$ cat config.mk
export PLATFORM = sky130hd
export DESIGN_NAME = sdcbc_core
export DESIGN_NICKNAME = d
export VERILOG_FILES = /design/src/core/sdcbc_pkg.sv /design/src/core/sdcbc_skid.sv /design/src/core/sdcbc_core.sv
export SDC_FILE = /design/constraint.sdc
export NUM_CORES = 1
export LEC_CHECK = 0
export BUFFER_PORTS_ARGS = -buffer_cell sky130_fd_sc_hd__buf_2
export CAP_MARGIN = 20
export CORE_MARGIN = 2
export CORE_UTILIZATION = 30
export CTS_BUF_LIST = sky130_fd_sc_hd__clkbuf_16
export DETAILED_ROUTE_END_ITERATION = 10
export PLACE_DENSITY_LB_ADDON = 0.15
export REMOVE_ABC_BUFFERS = 1
export SETUP_SLACK_MARGIN = 0.02
export SYNTH_ARGS = -nofsm -noshare
export SYNTH_HDL_FRONTEND = slang
export SYNTH_SLANG_ARGS = --single-unit
$ cat constraint.sdc
create_clock -name clock -period 30.5 [get_ports clock]
set_input_delay 7.625 -clock clock [delete_from_list [all_inputs] [get_ports clock]]
set_output_delay 7.625 -clock clock [all_outputs]
set_load 0.01 [all_outputs]
$ cat src/core/sdcbc_pkg.sv
/*
 Package for the command and bank control block of a four-bank synchronous DRAM.
 Holds command encodings, mode field positions, widths and the carrier structs.
 Assumes every user compiles it first and imports it whole.
*/
package sdcbc_pkg;

	// Widths of the memory interface.
	localparam int SDCBC_ROW_W = 12;
	localparam int SDCBC_COL_W = 9;
	localparam int SDCBC_BANK_W = 2;
	localparam int SDCBC_BANKS = 4;
	localparam int SDCBC_DATA_W = 32;
	localparam int SDCBC_MASK_W = 4;

	// Auto precharge and close-all flag sits on address bit ten.
	localparam int SDCBC_AUTO_PRE_BIT = 10;

	// Mode word field positions, taken from the low address bits.
	localparam int SDCBC_MODE_BL_LSB = 0;
	localparam int SDCBC_MODE_BT_BIT = 3;
	localparam int SDCBC_MODE_CL_LSB = 4;

	// Burst length codes in the mode word.
	localparam logic [2:0] SDCBC_BL_1 = 3'h0;
	localparam logic [2:0] SDCBC_BL_2 = 3'h1;
	localparam logic [2:0] SDCBC_BL_4 = 3'h2;
	localparam logic [2:0] SDCBC_BL_8 = 3'h3;
	localparam logic [2:0] SDCBC_BL_PAGE = 3'h7;

	// Reset value of the mode word: burst of one, sequential, latency two.
	localparam logic [13:0] SDCBC_MODE_RESET = 14'h0020;

	// Read mask latency in clock cycles.
	localparam int SDCBC_MASK_LAT = 2;

	// Largest column latency that the pipeline supports.
	localparam int SDCBC_MAX_CL = 3;

	// Strobe pattern order: cs_n, ras_n, cas_n, we_n.
	localparam logic [3:0] SDCBC_CMD_ACT = 4'h3;
	localparam logic [3:0] SDCBC_CMD_PRE = 4'h2;
	localparam logic [3:0] SDCBC_CMD_WR = 4'h4;
	localparam logic [3:0] SDCBC_CMD_RD = 4'h5;
	localparam logic [3:0] SDCBC_CMD_MODE = 4'h0;
	localparam logic [3:0] SDCBC_CMD_REF = 4'h1;
	localparam logic [3:0] SDCBC_CMD_NOP = 4'h7;
	localparam logic [3:0] SDCBC_CMD_STOP = 4'h6;

	// Device power state.
	typedef enum logic [1:0] {
		SDCBC_PW_RUN,
		SDCBC_PW_SUSPEND,
		SDCBC_PW_DOWN,
		SDCBC_PW_SELF_REF
	} sdcbc_power_t;

	// One command as sampled at the pins.
	typedef struct packed {
		logic cs_n;
		logic ras_n;
		logic cas_n;
		logic we_n;
		logic [SDCBC_BANK_W-1:0] bank_sel;
		logic [SDCBC_ROW_W-1:0] addr;
	} sdcbc_cmd_t;

	// One read word heading for the pins, with its byte enables.
	typedef struct packed {
		logic [SDCBC_DATA_W-1:0] data;
		logic [SDCBC_MASK_W-1:0] byte_on;
	} sdcbc_word_t;

	// One write request towards the array.
	typedef struct packed {
		logic [SDCBC_BANK_W-1:0] bank;
		logic [SDCBC_ROW_W-1:0] row;
		logic [SDCBC_COL_W-1:0] col;
		logic [SDCBC_DATA_W-1:0] data;
		logic [SDCBC_MASK_W-1:0] byte_en;
	} sdcbc_write_t;

endpackage

$ cat src/core/sdcbc_skid.sv
/*
 Two-entry buffer with valid and ready on both sides.
 Assumes a single clock and an active-high asynchronous reset.
*/
module sdcbc_skid
	import sdcbc_pkg::*;
#(
	parameter int WIDTH = 32
) (
	input wire logic clock,
	input wire logic sys_rst,
	input wire logic in_valid,
	output logic in_ready,
	input wire logic [WIDTH-1:0] in_data,
	output logic out_valid,
	input wire logic out_ready,
	output logic [WIDTH-1:0] out_data
);

	// Two storage slots; slot zero is always the head.
	logic [WIDTH-1:0] slot [2];
	// Number of words held, zero to two.
	logic [1:0] count;

	wire push = in_valid && in_ready;
	wire pop = out_valid && out_ready;

	// Full only when both slots hold a word, so the filler sees real back-pressure.
	assign in_ready = (count != 2'h2);
	assign out_valid = (count != 2'h0);
	assign out_data = slot[0];

	// Occupancy count follows pushes and pops.
	always_ff @(posedge clock or posedge sys_rst) begin
		if (sys_rst) begin
			count <= 2'h0;
		end else begin
			count <= count + 2'(push) - 2'(pop);
		end
	end

	// Data moves forward on a pop; a push lands in the first free slot.
	always_ff @(posedge clock) begin
		if (pop) begin
			slot[0] <= slot[1];
		end
		if (push) begin
			if (count == 2'h0 || (count == 2'h1 && pop)) begin
				slot[0] <= in_data;
			end else begin
				slot[(count == 2'h2) ? 0 : (pop ? 0 : 1)] <= in_data;
			end
		end
	end

endmodule

$ cat src/core/sdcbc_core.sv
/*
 Command decoding, per-bank row state and read burst sequencing of a four-bank
 synchronous DRAM. Reads come from an array port outside the block with one cycle
 of latency; writes leave through a two-entry buffer towards that array.
 Assumes the controller drives all pins from the same clock; pins still pass a
 three-stage sampler because they cross from outside the chip.
*/
module sdcbc_core
	import sdcbc_pkg::*;
#(
	parameter int COL_W = SDCBC_COL_W
) (
	input wire logic clock,
	input wire logic sys_rst,
	input wire logic clk_gate,
	input wire sdcbc_cmd_t cmd_pins,
	input wire logic [SDCBC_MASK_W-1:0] byte_mask,
	input wire logic [SDCBC_DATA_W-1:0] data_pins_in,
	output logic [SDCBC_DATA_W-1:0] data_pins_out,
	output logic [SDCBC_MASK_W-1:0] data_pins_oe_n,
	output logic [SDCBC_BANK_W-1:0] array_rd_bank,
	output logic [SDCBC_ROW_W-1:0] array_rd_row,
	output logic [COL_W-1:0] array_rd_col,
	input wire logic [SDCBC_DATA_W-1:0] array_rd_data,
	output logic array_wr_valid,
	input wire logic array_wr_ready,
	output sdcbc_write_t array_wr,
	output logic wr_stall,
	output logic [SDCBC_BANKS-1:0] bank_open,
	output sdcbc_power_t power_state,
	output logic refresh_pulse,
	output logic [13:0] mode_word
);

	// Three-stage pin sampler; stage one feeds only stage two.
	localparam int PIN_W = $bits(sdcbc_cmd_t) + SDCBC_MASK_W + SDCBC_DATA_W + 1;
	// Reset shows the idle pins (gate high, deselect), so no false gate edge or command follows reset.
	localparam logic [PIN_W-1:0] PIN_IDLE = {5'h1F, (PIN_W - 5)'(0)};
	logic [PIN_W-1:0] pin_s1, pin_s2, pin_s3;

	// Sampled pins, taken at rising edges only.
	// edge sampling only
	always_ff @(posedge clock or posedge sys_rst) begin
		if (sys_rst) begin
			pin_s1 <= PIN_IDLE;
			pin_s2 <= PIN_IDLE;
			pin_s3 <= PIN_IDLE;
		end else begin
			pin_s1 <= {clk_gate, cmd_pins, byte_mask, data_pins_in};
			pin_s2 <= pin_s1;
			pin_s3 <= pin_s2;
		end
	end

	// A sample counts once stages two and three agree; a change still settling is held off.
	// Data pins are left out: they change on every beat of a write burst and must not hold commands off.
	wire pins_settled = (pin_s2[PIN_W-1:SDCBC_DATA_W] == pin_s3[PIN_W-1:SDCBC_DATA_W]);
	sdcbc_cmd_t cmd;
	logic gate_now;
	logic [SDCBC_MASK_W-1:0] mask_now;
	logic [SDCBC_DATA_W-1:0] wdata_now;
	assign {gate_now, cmd, mask_now, wdata_now} = pin_s3;

	// Clock enable one cycle before the command edge.
	logic clk_gate_prev_level;

	// Per-bank open flag and latched row.
	logic [SDCBC_ROW_W-1:0] open_row [SDCBC_BANKS];

	// Burst sequencer state.
	logic burst_on;
	logic burst_write;
	logic burst_auto_pre;
	logic [SDCBC_BANK_W-1:0] burst_bank;
	logic [COL_W-1:0] burst_start;
	logic [COL_W-1:0] burst_cnt;
	logic [COL_W-1:0] burst_left;

	// Read pipeline towards the pins, indexed by cycles since the array read.
	logic [SDCBC_MAX_CL:0] rd_pipe_v;
	logic [SDCBC_MASK_W-1:0] mask_d1, mask_d2;
	// Array word held one more cycle for the longer column latency.
	logic [SDCBC_DATA_W-1:0] rd_data_d1;

	// Decoded mode settings.
	wire [2:0] mode_bl = mode_word[SDCBC_MODE_BL_LSB +: 3];
	wire mode_interleave = mode_word[SDCBC_MODE_BT_BIT];
	wire [2:0] mode_cl = mode_word[SDCBC_MODE_CL_LSB +: 3];

	// Burst length in words; full page uses the whole column space.
	function automatic logic [COL_W-1:0] burst_words(input logic [2:0] code);
		unique case (code)
			SDCBC_BL_1: burst_words = COL_W'(1);
			SDCBC_BL_2: burst_words = COL_W'(2);
			SDCBC_BL_4: burst_words = COL_W'(4);
			SDCBC_BL_8: burst_words = COL_W'(8);
			default: burst_words = '0;
		endcase
	endfunction

	// Column of step n: sequential adds within the burst, interleave xors; full page wraps.
	function automatic logic [COL_W-1:0] burst_col(input logic [COL_W-1:0] start, input logic [COL_W-1:0] n,
		input logic [2:0] code, input logic ilv);
		logic [COL_W-1:0] span;
		span = burst_words(code) - COL_W'(1);
		if (code == SDCBC_BL_PAGE) begin
			burst_col = start + n;
		end else if (ilv) begin
			burst_col = (start & ~span) | ((start ^ n) & span);
		end else begin
			burst_col = (start & ~span) | ((start + n) & span);
		end
	endfunction

	// Command decode, valid only with a settled sample, chip select low, gate high before.
	// gate pair selects transition
	wire cmd_edge = pins_settled && clk_gate_prev_level;
	wire run_edge = cmd_edge && gate_now;
	wire [3:0] strobes = {cmd.cs_n, cmd.ras_n, cmd.cas_n, cmd.we_n};
	wire sel = !cmd.cs_n;
	wire all_idle = (bank_open == '0);
	wire tgt_open = bank_open[cmd.bank_sel];
	wire in_run = (power_state == SDCBC_PW_RUN);
	wire do_act = run_edge && in_run && sel && strobes[2:0] == SDCBC_CMD_ACT[2:0] && !tgt_open;
	wire do_pre = run_edge && in_run && sel && strobes[2:0] == SDCBC_CMD_PRE[2:0];
	wire do_col = run_edge && in_run && sel && strobes[2:1] == SDCBC_CMD_WR[2:1] && tgt_open;
	wire do_mode = run_edge && in_run && sel && strobes[2:0] == SDCBC_CMD_MODE[2:0] && all_idle;
	// refresh only with every bank idle
	wire is_ref = sel && strobes[2:0] == SDCBC_CMD_REF[2:0] && all_idle && in_run;
	wire do_ref = run_edge && is_ref;
	wire do_self = cmd_edge && !gate_now && is_ref;
	wire do_stop = run_edge && in_run && sel && strobes[2:0] == SDCBC_CMD_STOP[2:0];
	wire pre_all = cmd.addr[SDCBC_AUTO_PRE_BIT];

	// Burst step happens only while the internal clock runs.
	wire gate_low_edge = pins_settled && clk_gate_prev_level && !gate_now;
	wire burst_step = burst_on && in_run && !gate_low_edge && !wr_stall;
	wire burst_last = burst_step && burst_left == COL_W'(1) && mode_bl != SDCBC_BL_PAGE;
	wire [COL_W-1:0] cur_col = burst_col(burst_start, burst_cnt, mode_bl, mode_interleave);

	// Write path: word goes to the buffer when the byte is unmasked somewhere.
	logic wr_in_ready;
	sdcbc_write_t wr_req;
	wire wr_push = burst_step && burst_write && (mask_now != '1);
	assign wr_req = '{bank: burst_bank, row: open_row[burst_bank], col: cur_col, data: wdata_now,
		byte_en: ~mask_now};
	// A full buffer stops the burst counter rather than lose a word.
	assign wr_stall = burst_on && burst_write && !wr_in_ready;

	sdcbc_skid #(
		.WIDTH($bits(sdcbc_write_t))
	) u_wr_buf (
		.clock(clock),
		.sys_rst(sys_rst),
		.in_valid(wr_push),
		.in_ready(wr_in_ready),
		.in_data(wr_req),
		.out_valid(array_wr_valid),
		.out_ready(array_wr_ready),
		.out_data(array_wr)
	);

	// Array read address for the current burst step.
	assign array_rd_bank = burst_bank;
	assign array_rd_row = open_row[burst_bank];
	assign array_rd_col = cur_col;

	// Clock enable history and power state.
	// power transitions
	always_ff @(posedge clock or posedge sys_rst) begin
		if (sys_rst) begin
			clk_gate_prev_level <= 1'b1;
			power_state <= SDCBC_PW_RUN;
		end else if (pins_settled) begin
			clk_gate_prev_level <= gate_now;
			unique case (power_state)
				SDCBC_PW_RUN: begin
					if (do_self) begin
						power_state <= SDCBC_PW_SELF_REF;
					end else if (gate_low_edge) begin
						power_state <= burst_on ? SDCBC_PW_SUSPEND : SDCBC_PW_DOWN;
					end
				end
				SDCBC_PW_SUSPEND, SDCBC_PW_DOWN: begin
					if (gate_now) begin
						power_state <= SDCBC_PW_RUN;
					end
				end
				SDCBC_PW_SELF_REF: begin
					// Exit needs deselect or a no-op with the gate back high.
					if (gate_now && (cmd.cs_n || strobes[2:0] == SDCBC_CMD_NOP[2:0])) begin
						power_state <= SDCBC_PW_RUN;
					end
				end
			endcase
		end
	end

	// Bank open flags and rows.
	// bank state updates
	always_ff @(posedge clock or posedge sys_rst) begin
		if (sys_rst) begin
			bank_open <= '0;
		end else begin
			for (int b = 0; b < SDCBC_BANKS; b++) begin
				if (do_act && cmd.bank_sel == b[SDCBC_BANK_W-1:0]) begin
					bank_open[b] <= 1'b1;
				end else if (do_pre && (pre_all || cmd.bank_sel == b[SDCBC_BANK_W-1:0])) begin
					bank_open[b] <= 1'b0;
				end else if (burst_on && burst_auto_pre && burst_bank == b[SDCBC_BANK_W-1:0]
					&& (burst_last || do_stop)) begin
					bank_open[b] <= 1'b0;
				end
			end
		end
	end

	// Row latch on activate.
	always_ff @(posedge clock) begin
		if (do_act) begin
			open_row[cmd.bank_sel] <= cmd.addr;
		end
	end

	// Mode word loads from bank bits and address together.
	// mode word load
	always_ff @(posedge clock or posedge sys_rst) begin
		if (sys_rst) begin
			mode_word <= SDCBC_MODE_RESET;
		end else if (do_mode) begin
			mode_word <= {cmd.bank_sel, cmd.addr};
		end
	end

	// Refresh pulse, one cycle per accepted auto refresh.
	always_ff @(posedge clock or posedge sys_rst) begin
		if (sys_rst) begin
			refresh_pulse <= 1'b0;
		end else begin
			refresh_pulse <= do_ref;
		end
	end

	// Burst sequencer; a new column command overrides a running burst.
	// burst control
	always_ff @(posedge clock or posedge sys_rst) begin
		if (sys_rst) begin
			burst_on <= 1'b0;
			burst_write <= 1'b0;
			burst_auto_pre <= 1'b0;
			burst_bank <= '0;
			burst_start <= '0;
			burst_cnt <= '0;
			burst_left <= '0;
		end else if (do_col) begin
			burst_on <= 1'b1;
			burst_write <= !cmd.we_n;
			burst_auto_pre <= cmd.addr[SDCBC_AUTO_PRE_BIT];
			burst_bank <= cmd.bank_sel;
			burst_start <= cmd.addr[COL_W-1:0];
			burst_cnt <= '0;
			burst_left <= burst_words(mode_bl);
		end else if (do_stop || burst_last) begin
			burst_on <= 1'b0;
		end else if (burst_step) begin
			burst_cnt <= burst_cnt + COL_W'(1);
			burst_left <= burst_left - COL_W'(1);
		end
	end

	// Write data of the command cycle itself is not taken; the first burst step takes the word one cycle later.
	// Read pipeline: array answers one cycle after the step; latency counts from the command.
	// latency pipeline
	always_ff @(posedge clock or posedge sys_rst) begin
		if (sys_rst) begin
			rd_pipe_v <= '0;
			mask_d1 <= '1;
			mask_d2 <= '1;
			rd_data_d1 <= '0;
		end else if (power_state != SDCBC_PW_SUSPEND) begin
			rd_pipe_v <= {rd_pipe_v[SDCBC_MAX_CL-1:0], burst_step && !burst_write};
			mask_d1 <= mask_now;
			mask_d2 <= mask_d1;
			rd_data_d1 <= array_rd_data;
		end
	end

	// Output word and per-byte enables, both from flip-flops.
	// release and read masking
	// The array answers one cycle after the step, so latency two uses stage zero and latency three stage one.
	wire rd_out_v = rd_pipe_v[mode_cl[1:0] - 2'h2];
	wire [SDCBC_DATA_W-1:0] rd_word = (mode_cl == 3'(SDCBC_MAX_CL)) ? rd_data_d1 : array_rd_data;
	always_ff @(posedge clock or posedge sys_rst) begin
		if (sys_rst) begin
			data_pins_out <= '0;
			data_pins_oe_n <= '1;
		end else if (power_state != SDCBC_PW_SUSPEND) begin
			data_pins_out <= rd_word;
			data_pins_oe_n <= rd_out_v ? mask_d2 : '1;
		end
	end

endmodule

## Word level (Yosys, flattened, before mapping)

Memories as Yosys holds them, arrays and structs flattened.
Cells that the tools add are included.

- Add/subtract/negate cells: 7
- Bitwise operators: 9
- Magnitude comparators: 2
- Eq/ne operators: 32
- Reductions and logical operators: 81
- Multiplexer cells: 48

Operators with widths:

| kind | number |
|---|---|
| two-way mux 9 bit | 8 |
| two-way mux 59 bit | 1 |
| logical AND 1 bit | 49 |
| two-way mux 32 bit | 1 |
| two-way mux 1 bit | 28 |
| AND 9 bit | 3 |
| equality test 23 bit | 1 |
| OR 9 bit | 2 |
| subtractor 9 x 1 -> 9 bit, second input constant | 2 |
| equality test 2 bit, second input constant | 8 |
| one-hot mux 4 bit (4 select lines) | 1 |
| equality test 3 x 2 -> 1 bit, second input constant | 5 |
| nonzero test 3 bit | 4 |
| two-way mux 2 bit | 5 |
| adder 9 x 1 -> 9 bit, second input constant | 1 |
| adder 9 bit | 1 |
| equality test 3 bit, second input constant | 3 |
| equality test 9 x 1 -> 1 bit, second input constant | 1 |
| NOT 9 bit | 1 |
| bitwise XOR 9 bit | 1 |
| equality test 2 x 1 -> 1 bit, second input constant | 4 |
| zero test 1 bit | 8 |
| zero test 2 bit | 4 |
| != test 2 bit, second input constant | 4 |
| other kinds (21) | 33 |

- Logic and storage cells: 206
- Register bits: 301
- Memories kept: 2
- Bits in writable memories: 166
- Input port bits: 90
- Output and inout port bits: 141

Memory list:

| name | words | width | rd ports | clocked after Yosys merged registers in | write ports | RTL line | source |
|---|---|---|---|---|---|---|---|
| u_wr_buf.slot | 2 | 59 | 2 | 0 | 2 | sdcbc_skid.sv:21 | `logic [WIDTH-1:0] slot [2];` |
| open_row | 4 | 12 | 1 | 0 | 1 | sdcbc_core.sv:68 | `logic [SDCBC_ROW_W-1:0] open_row [SDCBC_BANKS];` |

## Longest topological paths before layout

- Depth in word-level cells: 13
- Depth in mapped cells: 10
- Mapped depth without buffers: 8

## Cells and area by module

From an unflattened synthesis, not the netlist that was laid out.

- Cells, all modules: 1141
- Area total of the unflattened synthesis: 17613.1 sq um

Modules (own cells, without submodules):

| module | sequential area each (sq um) | times used | area an instance (sq um) | cells each |
|---|---|---|---|---|
| sdcbc_core | 8959.8 | 1 | 13147.6 | 940 |
| sdcbc_skid | 3593.4 | 1 | 4465.5 | 201 |

## Worst setup path after synthesis

Ideal clock, no wire load.

- Path kind: input port to flip-flop
- Start: input array_wr_ready
- End: memory u_wr_buf.slot[1][0] in the netlist's numbering (enable)
- Setup time: 628 ps
- Data required time: 29872 ps
- Buffers on the path: 0
- Setup slack: 16447 ps
- Data arrival time: 13425 ps
- Stages: 1
- Cells stage by stage: nor4_1

RTL lines:

| what | RTL line | source |
|---|---|---|
| start: declaration | sdcbc_core.sv:26 | `input wire logic array_wr_ready,` |
| end: declaration | sdcbc_skid.sv:21 |  |

## Final worst setup path

- Start: register burst_cnt[0]
- End: output array_rd_col[8]

- Longest elaborated chain between the ends: 5

Ends and longest elaborated chain:

| what | RTL line | source |
|---|---|---|
| start: declaration | sdcbc_core.sv:76 | `logic [COL_W-1:0] burst_cnt;` |
| start signal: assignment | sdcbc_core.sv:266 | `burst_cnt <= burst_cnt + COL_W'(1);` |
| adder 9 bit * | sdcbc_core.sv:107, sdcbc_core.sv:111 |  |
| AND 9 bit | sdcbc_core.sv:111 | `burst_col = (start & ~span) \| ((start + n) & span);` |
| OR 9 bit | sdcbc_core.sv:111 |  |
| two-way mux 9 bit | sdcbc_core.sv:108 | `end else if (ilv) begin` |
| two-way mux 9 bit * | sdcbc_core.sv:106 | `if (code == SDCBC_BL_PAGE) begin` |
| end: declaration | sdcbc_core.sv:23 | `output logic [COL_W-1:0] array_rd_col,` |

Every way passes the cells marked *; elsewhere a longest branch is shown, timed or not.

==> key figures <==
Run status
  – Outcome: finished, final reports clean

Pwr
  – Peak supply drop: roughly 47 uV
  – Pwr/cell area: 65.3 nW/um^2
  – Leakage power: 9.24 nW
  – Final Total Pwr: 0.00139 W

Clock tree
  – Clock Path Buffers: 3
  – CTS H-tree depth: 2
  – Clock Latency Late Sink: between 0.5 and 0.6 ns
  – CTS tree: yes
  – Post_cts resized: 0
  – Clk root buf: clkbuf_16
  – Post-CTS Hold Buffers: 0
  – Clk sink count: 467
  – Post-CTS setup buffer count: 0
  – Clock transition at path regs: 0.06 ns
  – Num CTS Buffers: 51

Floorplan
  – Die width: 247 microns
  – Core area: 58800 sq um
  – FP Rows: 89
  – DIE AREA: slightly above 60000 sq um
  – Initial Util: 30.2%
  – I/O pin count: 231
  – Die height: 247 microns

Global routing
  – Gr ovfl total: 0
  – Initial antenna violation count: 3
  – First-pass GRT wire length: about 58000 microns
  – Vias in the first global route: 9658
  – Largest net degree at the start of global routing: around 160
  – GR Util All Layers: 12.3%

Yosys
  – Synth area leader: dfrtp_1
  – Netlist cell types: 70
  – Mapped Area: 17800 sq um
  – Ys flop type: dfrtp_1
  – Post-synth EDFFs: between 150 and 200
  – Most common cell in the synthesized netlist: dfrtp_1
  – Area contributors post-synth: dfrtp_1 (38%), edfxtp_1 (28%), mux2_4 (5.0%)
  – Post-synthesis async set-or-reset flop share: 64.5%
  – Post-synth top area share: between 30% and 40%
  – Synthesis Warnings: 0
  – Gate Count Post-Synth: 1120
  – Mean Syn Cell Area: 15.9 sq um
  – Post-synthesis register bit count: 467
  – Most frequent cells after synthesis: dfrtp_1 (272), edfxtp_1 (166), nand2_1 (104)
  – Register area share after synthesis: approximately 71%

Placement
  – PortBufs: 230
  – Dpl hpwl: 24300 microns
  – Gpl congestion: roughly 0.8

STA
  – Fin Clk Skew: 0.0227 ns
  – Setup repair after global routing missed its margin: false
  – Fin crit share: 35.4%
  – Max Transition Viols Final: 0
  – Slew margin rel.: 33.3%
  – Final min period: 10.81 ns
  – Final hold vios: 0
  – Final TNS setup: 0 ns
  – Peak Freq: 92.5 MHz
  – Final setup viols: 0
  – Slew @ Worst Pin: 0.995 ns

Layout
  – # nets final: between 1000 and 1500
  – FF/Latch Area: 12600 sq um
  – FILL cells: approximately 5600
  – Multi-input combinational cell area: 4690 sq um
  – Area Overhead vs Synth: 20.0%
  – Share of cells above drive strength 1: a little over a third

Min path
  – Worst min path class: flip-flop to flip-flop

Setup path
  – WP data required: 22.88 ns
  – Crit-path cells: ha_1 > fa_1 > a211oi_1 > o21ai_0 > and4_1 > nor3_1 > xnor2_1 > buf_2
  – Element type at the critical path end: output pin
  – Critical path peak fanout: 6
  – Buf/Inv on CP: 1
  – Startpoint Class: flip-flop
  – WS Path Type: flip-flop to output pin
  – Largest delay contributor family on the critical path: adder cells
  – CP max stage delay: 0.48 ns
  – CP max stage cell: fa_1
  – Crit path DAT: about 3.2 ns

Detailed routing
  – DRT antenna net count: 0
  – DRT iter0 DRCs: about 600
  – DRT Wirelength: about 38000 microns
  – DRC Markers: 0
  – Vias: 9542
  – TritonRoute pass-1 iters: 5
  – Drt via density: roughly 4.4
  – Avg WL per Cell: between 15 and 20 microns

Run
  – Maxcap violations: 0
power by group:
group	internal (W)	switching, W	leakage, nW	total, W
clock network	0.000373	0.000251	0.855	0.000624
registers	0.000686	0.0000143	5.13	0.000700
logic	0.0000231	0.0000437	3.26	0.0000668
total	0.00108	0.000309	9.24	0.00139
worst reg2reg max path, stage by stage, from the launching register on:
cell	delay, ns
dfrtp_1	0.46
xor2_1	0.20
nor3_1	0.56
nand4_4	0.30
o31ai_4	0.43
a211o_4	0.49
buf_4	0.70
mux2_4	0.41
stage by stage:
stage / cell area, sq um / hold WS [ns] / std cells / setup slack [ns] / utilization [%]
global route: 21300 / 0.349 / 2162 / 19.43 / 36.2
CTS: 21300 / 0.336 / 2160 / 19.58 / 36.1
finish: 21300 / 0.340 / 2163 / 19.69 / 36.2
floorplan: 17300 / 0.331 / 1051 / 14.61 / -
global placement: 19500 / 0.331 / 2066 / 20.23 / 33.2
detailed placement: 19500 / 0.335 / 2066 / 20.25 / 33.2
sequential cells by signal (all words and copies together), names as in the netlist, 9 cells and up:
name / cells
u_wr_buf.slot: 118
pin_s1: 55
pin_s2: 55
pin_s3: 55
open_row: 48
data_pins_out: 32
rd_data_d1: 32
mode_word: 14
burst_cnt: 9
burst_left: 9
burst_start: 9
per-layer routing:
layer | vias up | GRT usage [%] | part of all wire (%)
li1 | 4484 | - | -
met1 | 4785 | 16.0 | 44
met2 | 190 | 19.3 | 47
met3 | 77 | 3.81 | 6.1
met4 | 6 | 4.37 | 3.0
met5 | - | 0 | 0.098
cells in the final DEF, fill, tap and decap left out, drive strengths merged, types with 18 or more instances in the layout:
cell | Yosys | final
a21oi | 23 | 23
buf | 47 | 244
clkbuf | 22 | 53
clkinv | 0 | 18
dfrtp | 272 | 272
dfstp | 29 | 29
edfxtp | 166 | 166
ha | 18 | 18
inv | 19 | 29
mux2 | 117 | 117
mux2i | 36 | 36
nand2 | 104 | 104
nor2 | 25 | 25
o21ai | 64 | 64
xor2 | 19 | 19
cell families after synthesis:
kind of cell | share of synthesized area [%]
multiplexers | 12.5
XOR/XNOR | 1.58
adder cells (fa/ha/maj) | 1.38
AO/OA/AOI/OAI | 4.37
buffers and inverters | 3.10
AND/OR/NAND/NOR | 6.42
flip-flops | 70.7
worst paths after layout:
| kind | start | cells past startpoint | slack, ns | end |
|---|---|---|---|---|
| max in group asynchronous | sys_rst | 3 | 22.26 | burst_start[5] |
| hold reg to reg | pin_s2[6] | 0 | 0.34 | pin_s3[6] |
| setup / recovery | burst_cnt[0] | 8 | 19.69 | array_rd_col[8] |
| setup reg to reg | pin_s3[37] | 7 | 26.68 | u_wr_buf.slot[0][26] |
| min in group asynchronous | sys_rst | 2 | 7.03 | data_pins_out[27] |
| hold / removal | pin_s2[6] | 0 | 0.34 | pin_s3[6] |
area by class of cell:
| cell class | count | share of cell area [%] |
|---|---|---|
| inverter | 19 | 0.370 |
| multi-input combinational | 565 | 22.0 |
| tap | 773 | 4.54 |
| timing repair buffer | 244 | 6.14 |
| antenna | 1 | 0.0117 |
| sequential | 467 | 58.9 |
| clock buffer | 53 | 6.22 |
| clock inverter | 41 | 1.78 |
Power figures use the tool's default switching activity.
